<file path="src/inc/iap_flash_map.svh">
// Register offsets, field positions, command codes and timing counts of the flash sequencer
// How it works
// [RULE1] Operations start only in programming mode, on a command register write.
// [RULE2] Commands aimed at a security-locked block are refused.
// [RULE3] Code 01H with data 55H erases both flash blocks entirely.
// [RULE4] Whole-array erase only with external access pin low and not lock level 4.
// [RULE5] Whole-array erase ignores locks and clears security and re-map bits.
// [RULE6] Code 0DH, data 55H erases a block; high bit 7=0 block 0, nibble EH block 1.
// [RULE7] Code 0BH erases one 128-byte sector at the high and low address.
// [RULE8] Code 0EH programs the data register byte at the high and low address.
// [RULE9] Code 0CH reads the addressed byte back fast, with no completion interrupt.
// [RULE10] For read-back, high bits 7:5=111b select block 1, bit 7=0 block 0.
// [RULE11] Software waits for the previous operation to finish before a read-back.
// [RULE12] Software programs only erased bytes, erasing them first when needed.
// [RULE13] Software never writes the block it is fetching code from.
// [RULE14] Codes 0FH, 03H, 05H with AAH program security bits 1, 2, 3 respectively.
// [RULE15] Security bits move only to programmed; only whole-array erase clears them.
// [RULE16] Code 09H, AAH, high 5AH programs boot bit 0; bank select follows after reset.
// [RULE17] Code 09H, AAH, high AAH programs boot bit 1; config bit 1 follows after reset.
// [RULE18] Code 08H, AAH, high 55H switches the core from 12 to 6 clocks per cycle.
// [RULE19] Status bit 2 is busy: 1 while an operation runs, 0 when ready.
// [RULE20] Code-space reads aimed at a busy block fail.
// [RULE21] Command bit 7 set routes completion onto interrupt one, pin ignored meanwhile.
// [RULE22] Software enables interrupt one, global enable and edge trigger to receive it.
// [RULE23] Code running in one block always targets the other block.
// [RULE24] Command writes are ignored while busy.
// [RULE25] A low programming-disable pin at reset release disables commands until reset.
`ifndef IAP_FLASH_MAP_SVH
`define IAP_FLASH_MAP_SVH

// Register byte addresses
`define OFS_CMD 8'h00
`define OFS_STATUS 8'h04
`define OFS_ADDR_LO 8'h08
`define OFS_ADDR_HI 8'h0c
`define OFS_DATA 8'h10
`define OFS_CONFIG 8'h14
`define OFS_NVBITS 8'h18

// Field positions
`define CMD_IRQ_BIT 7
`define CFG_IAP_EN_BIT 6
`define AH_TOP_BIT 7

// Command codes in command bits 6:0
`define CODE_CHIP_ERASE 7'h01
`define CODE_BLOCK_ERASE 7'h0d
`define CODE_SECTOR_ERASE 7'h0b
`define CODE_BYTE_PROG 7'h0e
`define CODE_BYTE_VERIFY 7'h0c
`define CODE_PROG_SB1 7'h0f
`define CODE_PROG_SB2 7'h03
`define CODE_PROG_SB3 7'h05
`define CODE_PROG_SC 7'h09
`define CODE_CLK_DOUBLE 7'h08

// Key values in data and address-high
`define KEY_ERASE 8'h55
`define KEY_PROG 8'haa
`define AH_SC0 8'h5a
`define AH_SC1 8'haa
`define AH_CLK_DOUBLE 8'h55
`define AH_BLK1_NIBBLE 4'he
`define AH_BLK1_TOP3 3'h7

// Reset values and start-up timing
`define RST_BYTE 8'h00
`define RST_WORD 32'h0000_0000
`define INIT_LAST 2'h2 // Pin synchroniser filled by then
`define INIT_DONE 2'h3

`endif

</file>
<file path="src/inc/iap_flash_pkg.sv">
// Types shared by the flash command sequencer
`default_nettype none
package iap_flash_pkg;

  // Sequencer states
  typedef enum logic [2:0] {
    ST_IDLE = 3'h1,
    ST_RUN = 3'h2,
    ST_VERIFY = 3'h4
  } seq_state_e;

  // Operations handed to the flash array
  typedef enum logic [3:0] {
    OP_NONE = 4'h0,
    OP_CHIP_ERASE = 4'h1,
    OP_BLOCK_ERASE = 4'h2,
    OP_SECTOR_ERASE = 4'h3,
    OP_BYTE_PROG = 4'h4,
    OP_BYTE_VERIFY = 4'h5,
    OP_PROG_SB1 = 4'h6,
    OP_PROG_SB2 = 4'h7,
    OP_PROG_SB3 = 4'h8,
    OP_PROG_SC0 = 4'h9,
    OP_PROG_SC1 = 4'ha,
    OP_CLK_DOUBLE = 4'hb
  } flash_op_e;

  // Where the core currently fetches code from
  typedef enum logic [1:0] {
    SRC_BLOCK0 = 2'h0,
    SRC_BLOCK1 = 2'h1,
    SRC_EXTERNAL = 2'h2
  } fetch_src_e;

  // Request to the flash array macro
  typedef struct packed {
    logic valid;
    flash_op_e op;
    logic [1:0] block_mask;
    logic [15:0] addr;
    logic [7:0] wdata;
  } flash_req_s;

  // Whole state of the sequencer
  typedef struct packed {
    seq_state_e st;
    logic [7:0] cmd;
    logic [7:0] addr_lo;
    logic [7:0] addr_hi;
    logic [7:0] data;
    logic iap_en;
    logic [2:0] sec;
    logic [1:0] sc;
    logic boot_bank_select;
    logic cfg1;
    logic clk_dbl;
    logic reject;
    logic iap_dis;
    logic [1:0] init_cnt;
    logic [1:0] ea_sync;
    logic [1:0] dis_sync;
    logic [1:0] irq_sync;
    logic irq_out;
    logic ack;
    logic [31:0] rdata;
    flash_op_e op;
    logic [1:0] blk;
  } state_s;

endpackage : iap_flash_pkg
`default_nettype wire

</file>
<file path="src/logic/iap_flash_command_sequencer.sv">
// Flash command sequencer with Avalon-MM mailbox registers
//
// The address map and the Avalon-MM interface to the registers were left to the implementer.
`include "iap_flash_map.svh"
`default_nettype none
`timescale 1ns/10ps
module iap_flash_command_sequencer (
  // Clock and reset
  input wire logic clk_i,
  input wire logic rst_b_i,
  // Avalon-MM register slave
  input wire logic [7:0] avs_address_i,
  input wire logic avs_read_i,
  input wire logic avs_write_i,
  input wire logic [31:0] avs_writedata_i,
  input wire logic [3:0] avs_byteenable_i,
  output logic [31:0] avs_readdata_o,
  output logic avs_waitrequest_o,
  // Device pins, asynchronous
  input wire logic external_access_pin_i,
  input wire logic programming_disable_pin_i,
  input wire logic ext_irq_one_pin_i,
  // Core side
  input wire iap_flash_pkg::fetch_src_e fetch_src_i,
  input wire logic code_rd_req_i,
  input wire logic [1:0] code_rd_block_i,
  output logic code_rd_fail_o,
  output logic ext_irq_one_o,
  output logic clk_double_o,
  output logic boot_bank_select_o,
  // Non-volatile bits as stored in the array
  input wire logic [2:0] nvm_security_i,
  input wire logic [1:0] nvm_boot_cfg_i,
  // Flash array macro
  output iap_flash_pkg::flash_req_s flash_req_o,
  input wire logic flash_done_i,
  input wire logic [7:0] flash_rdata_i
);

  iap_flash_pkg::state_s s_q;
  iap_flash_pkg::state_s s_d;

  // Command decode from command, data and address-high
  function automatic iap_flash_pkg::flash_op_e decode_op(input logic [6:0] code,
                                                         input logic [7:0] dat,
                                                         input logic [7:0] ah);
    iap_flash_pkg::flash_op_e op;
    op = iap_flash_pkg::OP_NONE;
    case (code)
      `CODE_CHIP_ERASE: begin
        if (dat == `KEY_ERASE) op = iap_flash_pkg::OP_CHIP_ERASE; // RULE3
      end
      `CODE_BLOCK_ERASE: begin
        if (dat == `KEY_ERASE) op = iap_flash_pkg::OP_BLOCK_ERASE; // RULE6
      end
      `CODE_SECTOR_ERASE: op = iap_flash_pkg::OP_SECTOR_ERASE; // RULE7
      `CODE_BYTE_PROG: op = iap_flash_pkg::OP_BYTE_PROG; // RULE8
      `CODE_BYTE_VERIFY: op = iap_flash_pkg::OP_BYTE_VERIFY; // RULE9
      `CODE_PROG_SB1: begin
        if (dat == `KEY_PROG) op = iap_flash_pkg::OP_PROG_SB1; // RULE14
      end
      `CODE_PROG_SB2: begin
        if (dat == `KEY_PROG) op = iap_flash_pkg::OP_PROG_SB2; // RULE14
      end
      `CODE_PROG_SB3: begin
        if (dat == `KEY_PROG) op = iap_flash_pkg::OP_PROG_SB3; // RULE14
      end
      `CODE_PROG_SC: begin
        if (dat == `KEY_PROG && ah == `AH_SC0) op = iap_flash_pkg::OP_PROG_SC0; // RULE16
        if (dat == `KEY_PROG && ah == `AH_SC1) op = iap_flash_pkg::OP_PROG_SC1; // RULE17
      end
      `CODE_CLK_DOUBLE: begin
        if (dat == `KEY_PROG && ah == `AH_CLK_DOUBLE) op = iap_flash_pkg::OP_CLK_DOUBLE; // RULE18
      end
      default: op = iap_flash_pkg::OP_NONE;
    endcase
    return op;
  endfunction : decode_op

  // Target block mask: bit 0 block 0, bit 1 block 1, zero when no block matches
  function automatic logic [1:0] target_mask(input iap_flash_pkg::fetch_src_e src,
                                             input logic [7:0] ah,
                                             input logic nibble_rule);
    logic [1:0] m;
    m = 2'h0;
    if (src == iap_flash_pkg::SRC_BLOCK0) begin
      m = 2'h2; // RULE23
    end else if (src == iap_flash_pkg::SRC_BLOCK1) begin
      m = 2'h1; // RULE23
    end else if (!ah[`AH_TOP_BIT]) begin
      m = 2'h1; // RULE6 RULE10
    end else if (nibble_rule && ah[7:4] == `AH_BLK1_NIBBLE) begin
      m = 2'h2; // RULE6
    end else if (!nibble_rule && ah[7:5] == `AH_BLK1_TOP3) begin
      m = 2'h2; // RULE10
    end
    return m;
  endfunction : target_mask

  // Register write strobe taken when waitrequest is low, read strobe in the wait cycle
  logic wr_go;
  logic rd_go;
  logic busy;
  logic iap_active;
  iap_flash_pkg::flash_op_e new_op;
  logic [1:0] new_mask;
  logic locked;
  logic accept;

  assign wr_go = avs_write_i && s_q.ack && avs_byteenable_i[0];
  assign rd_go = avs_read_i && !s_q.ack;
  assign busy = (s_q.st != iap_flash_pkg::ST_IDLE); // RULE19
  assign iap_active = s_q.iap_en && !s_q.iap_dis && (s_q.init_cnt == `INIT_DONE);

  // Decode of the byte now being written to the command register
  always_comb begin
    new_op = decode_op(avs_writedata_i[6:0], s_q.data, s_q.addr_hi);
    new_mask = target_mask(fetch_src_i, s_q.addr_hi,
                           new_op == iap_flash_pkg::OP_BLOCK_ERASE);
    locked = |(new_mask & {2{|s_q.sec}}); // RULE2
    accept = 1'b0;
    case (new_op)
      iap_flash_pkg::OP_NONE: accept = 1'b0;
      iap_flash_pkg::OP_CHIP_ERASE: begin
        new_mask = 2'h3;
        accept = !s_q.ea_sync[1] && !(&s_q.sec); // RULE4 RULE5
      end
      iap_flash_pkg::OP_BLOCK_ERASE, iap_flash_pkg::OP_SECTOR_ERASE,
      iap_flash_pkg::OP_BYTE_PROG, iap_flash_pkg::OP_BYTE_VERIFY: begin
        accept = (new_mask != 2'h0) && !locked; // RULE2
      end
      default: begin
        new_mask = 2'h0;
        accept = 1'b1;
      end
    endcase
  end

  // Next state of the whole sequencer
  always_comb begin
    s_d = s_q;
    s_d.ack = (avs_read_i || avs_write_i) && !s_q.ack;
    s_d.ea_sync = {s_q.ea_sync[0], external_access_pin_i};
    s_d.dis_sync = {s_q.dis_sync[0], programming_disable_pin_i};
    s_d.irq_sync = {s_q.irq_sync[0], ext_irq_one_pin_i};
    s_d.irq_out = s_q.irq_sync[1];
    // Start-up capture of stored bits and the disable pin
    if (s_q.init_cnt != `INIT_DONE) begin
      s_d.init_cnt = s_q.init_cnt + 2'h1;
      if (s_q.init_cnt == `INIT_LAST) begin
        s_d.sec = nvm_security_i;
        s_d.sc = nvm_boot_cfg_i;
        s_d.boot_bank_select = nvm_boot_cfg_i[0];
        s_d.cfg1 = nvm_boot_cfg_i[1];
        s_d.iap_dis = !s_q.dis_sync[1]; // RULE25
      end
    end
    // Plain register writes
    if (wr_go) begin
      case (avs_address_i)
        `OFS_ADDR_LO: s_d.addr_lo = avs_writedata_i[7:0];
        `OFS_ADDR_HI: s_d.addr_hi = avs_writedata_i[7:0];
        `OFS_DATA: s_d.data = avs_writedata_i[7:0];
        `OFS_CONFIG: s_d.iap_en = avs_writedata_i[`CFG_IAP_EN_BIT];
        `OFS_CMD: begin
          if (!busy) begin // RULE24
            s_d.cmd = avs_writedata_i[7:0];
            s_d.op = new_op;
            s_d.blk = new_mask;
            s_d.reject = !(iap_active && accept); // RULE1 RULE2
            if (iap_active && accept) begin // RULE1
              s_d.st = (new_op == iap_flash_pkg::OP_BYTE_VERIFY) ?
                       iap_flash_pkg::ST_VERIFY : iap_flash_pkg::ST_RUN;
            end
          end
        end
        default: s_d.addr_lo = s_q.addr_lo;
      endcase
    end
    // Operation progress
    case (s_q.st)
      iap_flash_pkg::ST_IDLE: s_d.st = s_d.st;
      iap_flash_pkg::ST_RUN: begin
        if (flash_done_i) begin
          s_d.st = iap_flash_pkg::ST_IDLE; // RULE19
          case (s_q.op)
            iap_flash_pkg::OP_CHIP_ERASE: begin
              s_d.sec = 3'h0; // RULE5
              s_d.sc = 2'h0; // RULE5
            end
            iap_flash_pkg::OP_PROG_SB1: s_d.sec[0] = 1'b1; // RULE14 RULE15
            iap_flash_pkg::OP_PROG_SB2: s_d.sec[1] = 1'b1; // RULE14 RULE15
            iap_flash_pkg::OP_PROG_SB3: s_d.sec[2] = 1'b1; // RULE14 RULE15
            iap_flash_pkg::OP_PROG_SC0: s_d.sc[0] = 1'b1; // RULE16
            iap_flash_pkg::OP_PROG_SC1: s_d.sc[1] = 1'b1; // RULE17
            iap_flash_pkg::OP_CLK_DOUBLE: s_d.clk_dbl = 1'b1; // RULE18
            default: s_d.sc = s_d.sc;
          endcase
        end
      end
      iap_flash_pkg::ST_VERIFY: begin
        s_d.st = iap_flash_pkg::ST_IDLE;
        s_d.data = flash_rdata_i; // RULE9
      end
      default: s_d.st = iap_flash_pkg::ST_IDLE;
    endcase
    // Interrupt one routing while programming mode is on
    if (s_q.iap_en && s_q.cmd[`CMD_IRQ_BIT]) begin
      s_d.irq_out = (s_q.st == iap_flash_pkg::ST_RUN) && flash_done_i; // RULE21
    end
    // Read data latched in the wait cycle
    if (rd_go) begin
      case (avs_address_i)
        `OFS_CMD: s_d.rdata = {24'h00_0000, s_q.cmd};
        `OFS_STATUS: s_d.rdata = {29'h0000_0000, busy, 1'b0, s_q.reject}; // RULE19
        `OFS_ADDR_LO: s_d.rdata = {24'h00_0000, s_q.addr_lo};
        `OFS_ADDR_HI: s_d.rdata = {24'h00_0000, s_q.addr_hi};
        `OFS_DATA: s_d.rdata = {24'h00_0000, s_q.data};
        `OFS_CONFIG: s_d.rdata = {25'h000_0000, s_q.iap_en, 4'h0, s_q.cfg1, s_q.boot_bank_select};
        `OFS_NVBITS: s_d.rdata = {25'h000_0000, s_q.iap_dis, s_q.clk_dbl, s_q.sc, s_q.sec};
        default: s_d.rdata = `RST_WORD;
      endcase
    end
  end

  // State register
  always_ff @(posedge clk_i or negedge rst_b_i) begin
    if (!rst_b_i) begin
      s_q <= '{st: iap_flash_pkg::ST_IDLE, op: iap_flash_pkg::OP_NONE, default: '0};
    end else begin
      s_q <= s_d;
    end
  end

  // Outputs
  assign avs_waitrequest_o = (avs_read_i || avs_write_i) && !s_q.ack;
  assign avs_readdata_o = s_q.rdata;
  assign ext_irq_one_o = s_q.irq_out; // RULE21
  assign clk_double_o = s_q.clk_dbl; // RULE18
  assign boot_bank_select_o = s_q.boot_bank_select; // RULE16
  assign code_rd_fail_o = code_rd_req_i && busy && |(code_rd_block_i & s_q.blk); // RULE20

  // Request to the flash array
  always_comb begin
    flash_req_o.valid = busy;
    flash_req_o.op = s_q.op;
    flash_req_o.block_mask = s_q.blk;
    flash_req_o.addr = {s_q.addr_hi, s_q.addr_lo}; // RULE7 RULE8
    flash_req_o.wdata = s_q.data; // RULE8
  end

endmodule : iap_flash_command_sequencer
`default_nettype wire

</file>
<file path="config.mk">
export PLATFORM = sky130hd
export DESIGN_NAME = iap_flash_command_sequencer
export DESIGN_NICKNAME = d
export VERILOG_FILES = /design/src/inc/iap_flash_pkg.sv /design/src/logic/iap_flash_command_sequencer.sv
export VERILOG_INCLUDE_DIRS = /design/src /design/src/inc
export SDC_FILE = /design/constraint.sdc
export NUM_CORES = 1
export LEC_CHECK = 0
export BUFFER_PORTS_ARGS = -buffer_cell sky130_fd_sc_hd__buf_2
export CAP_MARGIN = 20
export CORE_ASPECT_RATIO = 0.7
export CORE_MARGIN = 2
export CORE_UTILIZATION = 25
export DETAILED_ROUTE_END_ITERATION = 8
export GPL_TIMING_DRIVEN = 0
export PLACE_DENSITY = 0.53
export SYNTH_ARGS = -nofsm -noshare
export SYNTH_HDL_FRONTEND = slang
export SYNTH_SLANG_ARGS = --single-unit
</file>
<file path="constraint.sdc">
create_clock -name clk_i -period 4.48 [get_ports clk_i]
set_input_delay 0.896 -clock clk_i [delete_from_list [all_inputs] [get_ports clk_i]]
set_output_delay 0.896 -clock clk_i [all_outputs]
set_load 0.005 [all_outputs]
</file>
==> results of run 1 <==
## cells in the mapped netlist (4+ instances only)
cell / instances / area (sq um)
mux2i_1: 12 / 120
nand3_1: 6 / 30.0
o21ai_0: 25 / 125
a222oi_1: 4 / 40.0
nor2_1: 26 / 97.6
a21o_1: 5 / 37.5
nor3_1: 11 / 55.1
nor3b_1: 4 / 30.0
a22oi_1: 12 / 90.1
inv_1: 4 / 15.0
a31oi_1: 7 / 43.8
a21oi_1: 11 / 55.1
nand2b_1: 4 / 25.0
nor4_1: 4 / 25.0
nand2_1: 67 / 251
clkbuf_1: 9 / 33.8
nor4b_1: 6 / 52.6
mux2_2: 18 / 203
dfrtp_1: 69 / 1730
a221oi_1: 4 / 35.0
buf_4: 63 / 473
## placed cells by master (no fill, tap or decap), types with 4 or more instances in the layout
master,instances
buf_2,85
dfrtp_1,69
nand2_1,67
buf_4,64
nor2_1,26
o21ai_0,25
conb_1,24
mux2_2,18
clkbuf_1,13
mux2i_1,12
a22oi_1,12
a21oi_1,11
nor3_1,11
clkbuf_16,9
a31oi_1,7
nand3_1,6
nor4b_1,6
a21o_1,5
inv_1,4
nand2b_1,4
nor3b_1,4
nor4_1,4
a221oi_1,4
a222oi_1,4
## flip-flops by register name (all words and copies together), names as in the netlist
signal	flops
boot_bank_select_o	1
clk_double_o	1
ext_irq_one_o	1
s_d	3
avs_readdata_o	8
flash_req_o	30
s_q	26
## final cells by class
cell class	instances	area, sq um	share of cell area (%)
sequential	70	1750	34.1
buffer	75	529	10.3
multi-input combinational	298	1840	35.9
clock buffer	14	254	4.94
inverter	4	15.0	0.292
tap	200	250	4.87
timing repair buffer	87	459	8.93
clock inverter	2	35.0	0.682
## kinds of logic after synthesis
kind of cell    Yosys count  share of synthesized area, %
compound gates           83                          13.9
xor+xnor                  2                         0.432
fa+ha+maj                 2                         0.617
buf+inv                  79                          13.4
flops                    70                          43.2
mux                      30                          7.96
other cells               1                        0.0925
simple gates            157                          20.4
## per-stage QoR
| stage | instance area (sq um) | setup WS (ns) | std cells | hold WS (ns) |
|---|---|---|---|---|
| 3_5_place_dp | 4850 | 1.17 | 734 | 0.335 |
| 4_1_cts | 5140 | 1.52 | 750 | 0.348 |
| 5_1_grt | 5140 | 1.34 | 750 | 0.364 |
| 6_report | 5140 | 1.47 | 750 | 0.346 |
| 2_1_floorplan | 4140 | 1.66 | 447 | 0.331 |
| 3_3_place_gp | 4820 | 0.938 | 732 | 0.341 |
## worst max-delay path: stages
cell	delay (ns)
buf_2	0.18
or4b_4	0.57
or4_4	0.57
o32ai_1	0.24
nor4_1	0.12
a31oi_1	0.33
o21ai_0	0.19
o21a_1	0.14
## path summary, 6_finish.rpt
check	from	to	slack [ns]
worst max-delay path	avs_writedata_i[5]	s_q[49]	1.47
worst min-delay path	s_d[43]	s_q[43]	0.35
worst max register to register	flash_req_o[2]	s_q[49]	1.61
worst min register to register	s_d[43]	s_q[43]	0.35
max in group asynchronous	rst_b_i	s_q[91]	3.58
min in group asynchronous	rst_b_i	avs_readdata_o[3]	0.57
## power by group through the flow
stage	sequential (W)	clock, W	combinational [W]
6_report	0.000655	0.000706	0.000113
5_1_grt	0.000655	0.000751	0.000126
4_1_cts	0.000654	0.000729	0.000114
3_5_place_dp	0.000665	0	0.000113
3_3_place_gp	0.000665	0	0.000109
2_1_floorplan	0.000661	0	0.0000540
## per-layer routing
layer | vias up | global-route usage [%] | wire [um]
met5 | - | 0 | 0
met4 | 0 | 4.65 | 201
met3 | 17 | 3.89 | 847
met2 | 128 | 20.1 | 5030
met1 | 1685 | 22.9 | 6510
li1 | 1692 | - | -
==> results.txt, run 1 <==
Final Max Slew Viols = 0
Pre-antenna DRT Iters = 5
max cap viols = 0
Crit Path Max Fanout = 7
Post-Syn Area = 4060 sq um
Clk Latency, worst-skew pair = 0.34 ns
Hold Buf Count CTS = 0
prevailing post-synth register cell = dfrtp_1
EDFF count, synth = 0
part of the Yosys area used for sequential elements = 43.2%
area delta synth->final = 26.8%
Hold Path Depth = 0
core area = 15700 sq um
CTS tree = done
Cells after Synth = 424
Comb power frac = 7.7%
Clock Pin Slew Worst Setup and Hold Paths = 0.05 ns
die area = 17300 sq um
Final Cycle Share = 67.2%
remaining routing DRC violations = 0
Slew @ Worst Pin = 0.895 ns
number of global-route vias before repair = 3465
Routed WL per cell = 16.8 um
final hold vios = 0
IO Port Bufs = 85
min cycle time layout = 3.01 ns
Static Leak = 2.59 nW
fillers = 1652
largest net degree at the start of global routing = 71
CTS max path bufs = 2
Peak VDD IR = 0.000173 V
worst hold path type = reg2reg
gr usage total = 15.0%
Die Height = 111 um
Core Rows = 38
Rel. slew slack = 39.8%
CTS H-tree depth = 3
layout cell share with drive strength beyond 1 = 35.6%
Final nets = 617
kind of critical path = in2reg
Detailed Route WL = 12600 um
initial antenna violation count = 0
Inserted Clock Buffers = 9
Routed Antenna Nets = 0
Crit. End Element = flip-flop
clock sink total = 70
Cell Pwr Density = 287 nW/um^2
unrepaired setup endpoints after global routing = false
worst clock skew = 0.00597 ns
Reg power frac = 44.4%
first-pass GRT wire length = 19600 um
fin util = 32.8%
NetSw = 0.000332 W
IO Pins = 138
CTS root buf = clkbuf_16
internal power = 0.00114 W
Yosys warnings = 0
DRT iter0 DRCs = 287
setup violators final = 0
DP Wirelength = 9790 um
routed via count = 3522
global route total overflow = 0
status = finished, final reports clean
sw frac = 22.5%
Inserted Diodes = 0
starting density of the core = 25.8%
Final Power = 0.00147 W
Synth cell types = 60
Die Wd = 156 um
WP data arrival = 3.23 ns
Highest Clock Rate = 0.332 GHz
GPL Wtd Cong = 0.863
Synth async-reset ratio = 100%
Clk network pwr share = 47.9%
vias per cell = 4.70
synthesis-stage register bit count = 70
worst reg-to-reg path cell count = 7
cts repair resizes = 0
Mean Syn Cell Area = 9.56 sq um
Setup TNS Final = 0 ns
WP data required = 4.70 ns
Setup Fix Bufs, Post-CTS = 0
critical path startpoint category = primary input
No activity file was read; power rests on OpenSTA's default activity.
==> run 2, diff against run 1 <==
==> constraint.sdc (replaced) <==
create_clock -name clk_i -period 3.1 [get_ports clk_i]
set_input_delay 0.62 -clock clk_i [delete_from_list [all_inputs] [get_ports clk_i]]
set_output_delay 0.62 -clock clk_i [all_outputs]
set_load 0.005 [all_outputs]
==> results.txt, run 2 (synthesized netlist as in run 1, its figures left out) <==
Clk network pwr share = 47.9% (about the same)
min cycle time layout = 2.76 ns
CTS max path bufs = 2 (unchanged)
Core Rows = 38 (unchanged)
Reg2Reg Launch Point = flash_req_o[0]
Rel. slew slack = 37.6% (-2.3 points)
core area = 15700 sq um (unchanged)
Final Max Slew Viols = 0 (unchanged)
IO Pins = 138 (unchanged)
remaining routing DRC violations = 0 (unchanged)
largest net degree at the start of global routing = 71 (unchanged)
area delta synth->final = 26.9%
Routed WL per cell = 16.9 um (+0.47%)
WP data arrival = 2.97 ns (-0.26 ns)
Peak VDD IR = 0.000248 V (+44%)
CTS root buf = clkbuf_16
CTS tree = done
Pre-antenna DRT Iters = 5 (unchanged)
Critical-path top delay cell = nor4b_1
Place WS = 0.0683 ns (-1.10 ns)
Setup Fix Bufs, Post-CTS = 0 (unchanged)
critical-path cell list = nor4b_1 -> nand2_1 -> nor3_1 -> or4_2 -> buf_2 -> a31oi_1 -> or2_1 -> a31o_1
CP startpoint = flash_req_o[0]
routed via count = 3562 (+1.1%)
max reg flops = 30 (unchanged)
Min Hold Slack = 0.289 ns (-0.0564 ns)
DRT iter0 DRCs = 302 (+5.2%)
Static Leak = 2.59 nW (about the same)
Detailed Route WL = 12600 um (+0.47%)
CP Depth = 8 (unchanged)
Die Height = 111 um (unchanged)
Clock Pin Slew Worst Setup and Hold Paths = 0.06 ns (about the same)
Routed Antenna Nets = 0 (unchanged)
Slew @ Worst Pin = 0.935 ns (+0.0397 ns)
Final nets = 617 (unchanged)
Crit path largest cell delay = 0.62 ns (+0.05 ns)
Inserted Clock Buffers = 9 (unchanged)
NetSw = 0.000481 W (+45%)
commonest non-fill, non-tap cell in the layout = buf_2
Highest Clock Rate = 0.363 GHz
fillers = 1649 (-0.18%)
internal power = 0.00165 W (+45%)
sw frac = 22.6% (+0.065 points)
gr usage total = 15.0% (unchanged)
Crit. End Element = flip-flop
layout cell share with drive strength beyond 1 = 35.8% (+0.18 points)
max cap viols = 0 (unchanged)
Cell Pwr Density = 414 nW/um^2 (+44%)
Comb power frac = 7.7% (about the same)
Inst Count DP = 734 (unchanged)
worst hold path type = in2async
Multi-input gate area = 1850 sq um (+0.34%)
Crit Path Max Fanout = 6 (-1)
worst clock skew = 0.00487 ns (-0.00110 ns)
Die Wd = 156 um (unchanged)
status = finished, final reports clean
Final Cycle Share = 88.9%
Buf/Inv on CP = 1 (unchanged)
Setup TNS Final = 0 ns (unchanged)
final hold vios = 0 (unchanged)
Clk Latency, worst-skew pair = 0.33 ns (about the same)
starting density of the core = 25.8% (unchanged)
vias per cell = 4.75 (+1.1%)
DP Wirelength = 9790 um (unchanged)
unrepaired setup endpoints after global routing = false
most frequent cells in the layout = 85 x buf_2, 69 x dfrtp_1, 67 x nand2_1, 64 x buf_4, 26 x nor2_1
Final Worst Setup Slack = 0.343 ns (-1.13 ns)
critical path startpoint category = flip-flop
die area = 17300 sq um (unchanged)
CP delay by family, top = simple AND/OR/NAND/NOR gates
Reg power frac = 44.4% (about the same)
setup violators final = 0 (unchanged)
clock sink total = 70 (unchanged)
Register Area = 1750 sq um (unchanged)
initial antenna violation count = 0 (unchanged)
post-route insts no fill = 750 (unchanged)
GPL Wtd Cong = 0.863 (unchanged)
worst reg-to-reg path cell count = 8 (+1)
CTS H-tree depth = 3 (unchanged)
global route total overflow = 0 (unchanged)
kind of critical path = reg2reg
Inserted Diodes = 0 (unchanged)
number of global-route vias before repair = 3465 (unchanged)
first-pass GRT wire length = 19600 um (unchanged)
WP data required = 3.32 ns (-1.38 ns)
IO Port Bufs = 85 (unchanged)
[run 2: cell types whose count changed in the layout (fill, tap and decap cells not counted)]
cell / delta
nor4_1: -1
nor4_2: +1
[run 2: repair_timing]
item | in CTS | in global routing
resized for setup | 0 | 1
hold buffers | 0 | 0
endpoints found under the setup margin | 0 | 1
[run 2: layout make-up]
class                           count  area share (%)
Timing Repair Buffer               87            8.92
Inverter                            4           0.292
Multi-Input combinational cell    298            36.0
Buffer                             75            10.3
Clock inverter                      2           0.681
Sequential cell                    70            34.1
Clock buffer                       14            4.94
Tap cell                          200            4.86
[run 2: power groups by stage]
stage / Combinational [W] / Sequential (W) / Clock [W]
2_1_floorplan: 0.0000780 / 0.000955 / 0
3_3_place_gp: 0.000158 / 0.000961 / 0
3_5_place_dp: 0.000164 / 0.000962 / 0
4_1_cts: 0.000164 / 0.000946 / 0.00105
5_1_grt: 0.000182 / 0.000947 / 0.00109
6_report: 0.000164 / 0.000946 / 0.00102
[run 2: worst reg2reg max path: stages, from the launching register on]
cell,delay [ns]
dfrtp_1,0.45
nor4b_1,0.62
nand2_1,0.26
nor3_1,0.35
or4_2,0.17
buf_2,0.16
a31oi_1,0.15
or2_1,0.29
a31o_1,0.19
[run 2: path summary, 6_finish.rpt]
path | end | slack (ns)
hold reg to reg | s_q[43] | 0.35
max in group asynchronous | s_q[91] | 2.47
hold / removal | flash_req_o[5] | 0.29
min in group clk_i | s_q[43] | 0.35
setup reg to reg | s_q[92] | 0.34
setup / recovery | s_q[92] | 0.34
[run 2: per-stage QoR]
stage / util [%] / total power (W) / area, sq um
after detailed placement: 30.9 / 0.00113 / 4850
after floorplan: - / 0.00103 / 4140
after global placement: 30.7 / 0.00112 / 4820
after CTS: 32.8 / 0.00216 / 5140
after global routing: 32.8 / 0.00222 / 5150
final: 32.8 / 0.00213 / 5150
[run 2: layer usage]
metal,GRT usage [%],up-vias,wire [um],share of wire [%]
met1,22.9,1717,6540,52
met5,0,-,0,0
met2,20.1,134,5030,40
met3,3.89,19,864,6.8
met4,4.65,0,205,1.6
li1,-,1692,-,-
==> run 3, diff against run 2 <==
==> constraint.sdc (replaced) <==
create_clock -name clk_i -period 3.1 [get_ports clk_i]
set_input_delay 0 -clock clk_i [delete_from_list [all_inputs] [get_ports clk_i]]
set_output_delay 0 -clock clk_i [all_outputs]
set_load 0.005 [all_outputs]
==> results.txt, run 3 (synthesized netlist as in run 1, its figures left out) <==
status = finished, final reports clean
Min Hold Slack = 0.0235 ns (-0.266 ns)
WP data arrival = 3.01 ns (+0.04 ns)
number of global-route vias before repair = 3564 (+2.9%)
Slew @ Worst Pin = 0.907 ns (-0.0277 ns)
commonest non-fill, non-tap cell in the layout = buf_2
largest net degree at the start of global routing = 71 (unchanged)
GPL Wtd Cong = 0.863 (unchanged)
CTS max path bufs = 2 (unchanged)
kind of critical path = reg2reg
highest routed layer = met4
Core Rows = 38 (unchanged)
NetSw = 0.000487 W (+1.1%)
Inserted Diodes = 0 (unchanged)
Routed Antenna Nets = 0 (unchanged)
vias per cell = 4.71 (-0.82%)
remaining routing DRC violations = 0 (unchanged)
area delta synth->final = 32.6%
wire length on met3 = 812 um (-6.0%)
final hold vios = 0 (unchanged)
max reg flops = 30 (unchanged)
Detailed Route WL = 12800 um (+1.4%)
Inserted Clock Buffers = 9 (unchanged)
Pre-antenna DRT Iters = 6 (+1)
IO Port Bufs = 85 (unchanged)
unrepaired setup endpoints after global routing = false
Buf/Inv on CP = 1 (unchanged)
most frequent cells in the layout = 85 x buf_2, 69 x dfrtp_1, 67 x nand2_1, 64 x buf_4, 26 x nor2_1
Crit path largest cell delay = 0.64 ns (+0.02 ns)
Final nets = 640 (+3.7%)
Cell Area, Placed = 4850 sq um (unchanged)
worst clock skew = 0.00524 ns (+0.000365 ns)
Comb power frac = 8.7% (+1.0 points)
layout cell share with drive strength beyond 1 = 34.4% (-1.4 points)
core area = 15700 sq um (unchanged)
clock sink total = 70 (unchanged)
Crit. End Element = flip-flop
global route total overflow = 0 (unchanged)
die area = 17300 sq um (unchanged)
setup violators final = 0 (unchanged)
Final Cycle Share = 90.2% (+1.2 points)
total length of routed met2 wires = 5200 um (+3.3%)
routed via count = 3641 (+2.2%)
Routed WL per cell = 16.6 um (-1.6%)
CTS root buf = clkbuf_16
Setup TNS Final = 0 ns (unchanged)
Setup Fix Bufs, Post-CTS = 0 (unchanged)
critical path startpoint category = flip-flop
Cell Pwr Density = 401 nW/um^2 (-3.2%)
Crit Path Max Fanout = 6 (unchanged)
Rel. slew slack = 39.4% (+1.8 points)
starting density of the core = 25.8% (unchanged)
IO Pins = 138 (unchanged)
max cap viols = 0 (unchanged)
Final Max Slew Viols = 0 (unchanged)
min cycle time layout = 2.80 ns (+0.0385 ns)
Reg power frac = 43.9% (-0.5 points)
gr usage total = 15.2% (+0.19 points)
Critical-path top delay cell = nor4b_1
Die Height = 111 um (unchanged)
sw frac = 22.6% (about the same)
routed length on met1 = 6610 um (+1.1%)
Die Wd = 156 um (unchanged)
final non-filler cell area = 5380 sq um (+4.5%)
Clk Latency, worst-skew pair = 0.33 ns (about the same)
DRT iter0 DRCs = 289 (-4.3%)
initial antenna violation count = 0 (unchanged)
fillers = 1631 (-1.1%)
CTS tree = done
Clock Pin Slew Worst Setup and Hold Paths = 0.05 ns (about the same)
worst hold path type = in2reg
CTS H-tree depth = 3 (unchanged)
DP Wirelength = 9790 um (unchanged)
internal power = 0.00167 W (+1.1%)
critical-path cell list = nor4b_1 -> nand2_1 -> nor3_1 -> or4_2 -> buf_2 -> a31oi_1 -> or2_1 -> a31o_1
first-pass GRT wire length = 19900 um (+1.4%)
Static Leak = 2.69 nW (+3.8%)
CP delay by family, top = simple AND/OR/NAND/NOR gates
WP data required = 3.32 ns (about the same)
fin util = 34.3% (+1.5 points)
Peak VDD IR = 0.000249 V (+0.41%)
Highest Clock Rate = 0.358 GHz (-1.4%)
Clk network pwr share = 47.5% (-0.4 points)
## run 3: cell types whose count changed in the layout (fill, tap and decap cells not counted), sizes merged
| cell | previous run | this run |
|---|---|---|
| dlygate4sd3 | 0 | 23 |
## run 3: power groups by stage
stage / logic (W) / clock network [W] / registers [W]
after floorplan: 0.0000780 / 0 / 0.000955
after global placement: 0.000158 / 0 / 0.000961
after detailed placement: 0.000164 / 0 / 0.000962
after CTS: 0.000186 / 0.00105 / 0.000946
after global routing: 0.000207 / 0.00109 / 0.000947
final: 0.000187 / 0.00102 / 0.000946
## run 3: worst paths after layout
kind,startpoint,cells after the start,slack [ns],to
max,flash_req_o[0],8,0.30,s_q[92]
min,nvm_security_i[2],3,0.02,s_q[57]
max reg2reg,flash_req_o[0],8,0.30,s_q[92]
min reg2reg,s_d[43],0,0.35,s_q[43]
max in group asynchronous,rst_b_i,3,2.55,s_q[91]
min in group asynchronous,rst_b_i,3,0.21,avs_readdata_o[3]
## run 3: metrics by stage
step                total power (W)  setup slack, ns  instances
global placement            0.00112            0.288        732
CTS                         0.00219            0.306        773
floorplan                   0.00103            0.810        447
detailed placement          0.00113            0.324        734
global route                0.00224            0.149        773
finish                      0.00216            0.305        773
## run 3: timing repair
item	4_1_cts	5_1_grt
endpoints found under the setup margin	0	1
hold buffers	23	0
resized for setup	0	1
endpoints found under the hold margin	92	0
## run 3: final cells by class
type                    count  area, sq um  share of cell area, %
clock inverters             2         35.0                  0.652
well taps                 200          250                   4.65
inverters                   4         15.0                  0.279
plain buffers              75          529                   9.84
flip-flops and latches     70         1750                   32.6
repair buffers            110          689                   12.8
clock buffers              14          254                   4.72
multi-input cells         298         1850                   34.4
## run 3: worst min-delay path: stages
cell,delay (ns)
buf_2,0.08
mux2i_1,0.07
o22ai_1,0.15
## run 3: layer usage
metal,track usage (%),up-vias
met3,3.89,17
met4,4.65,0
met5,0,-
met1,22.8,1766
li1,-,1737
met2,21.0,121
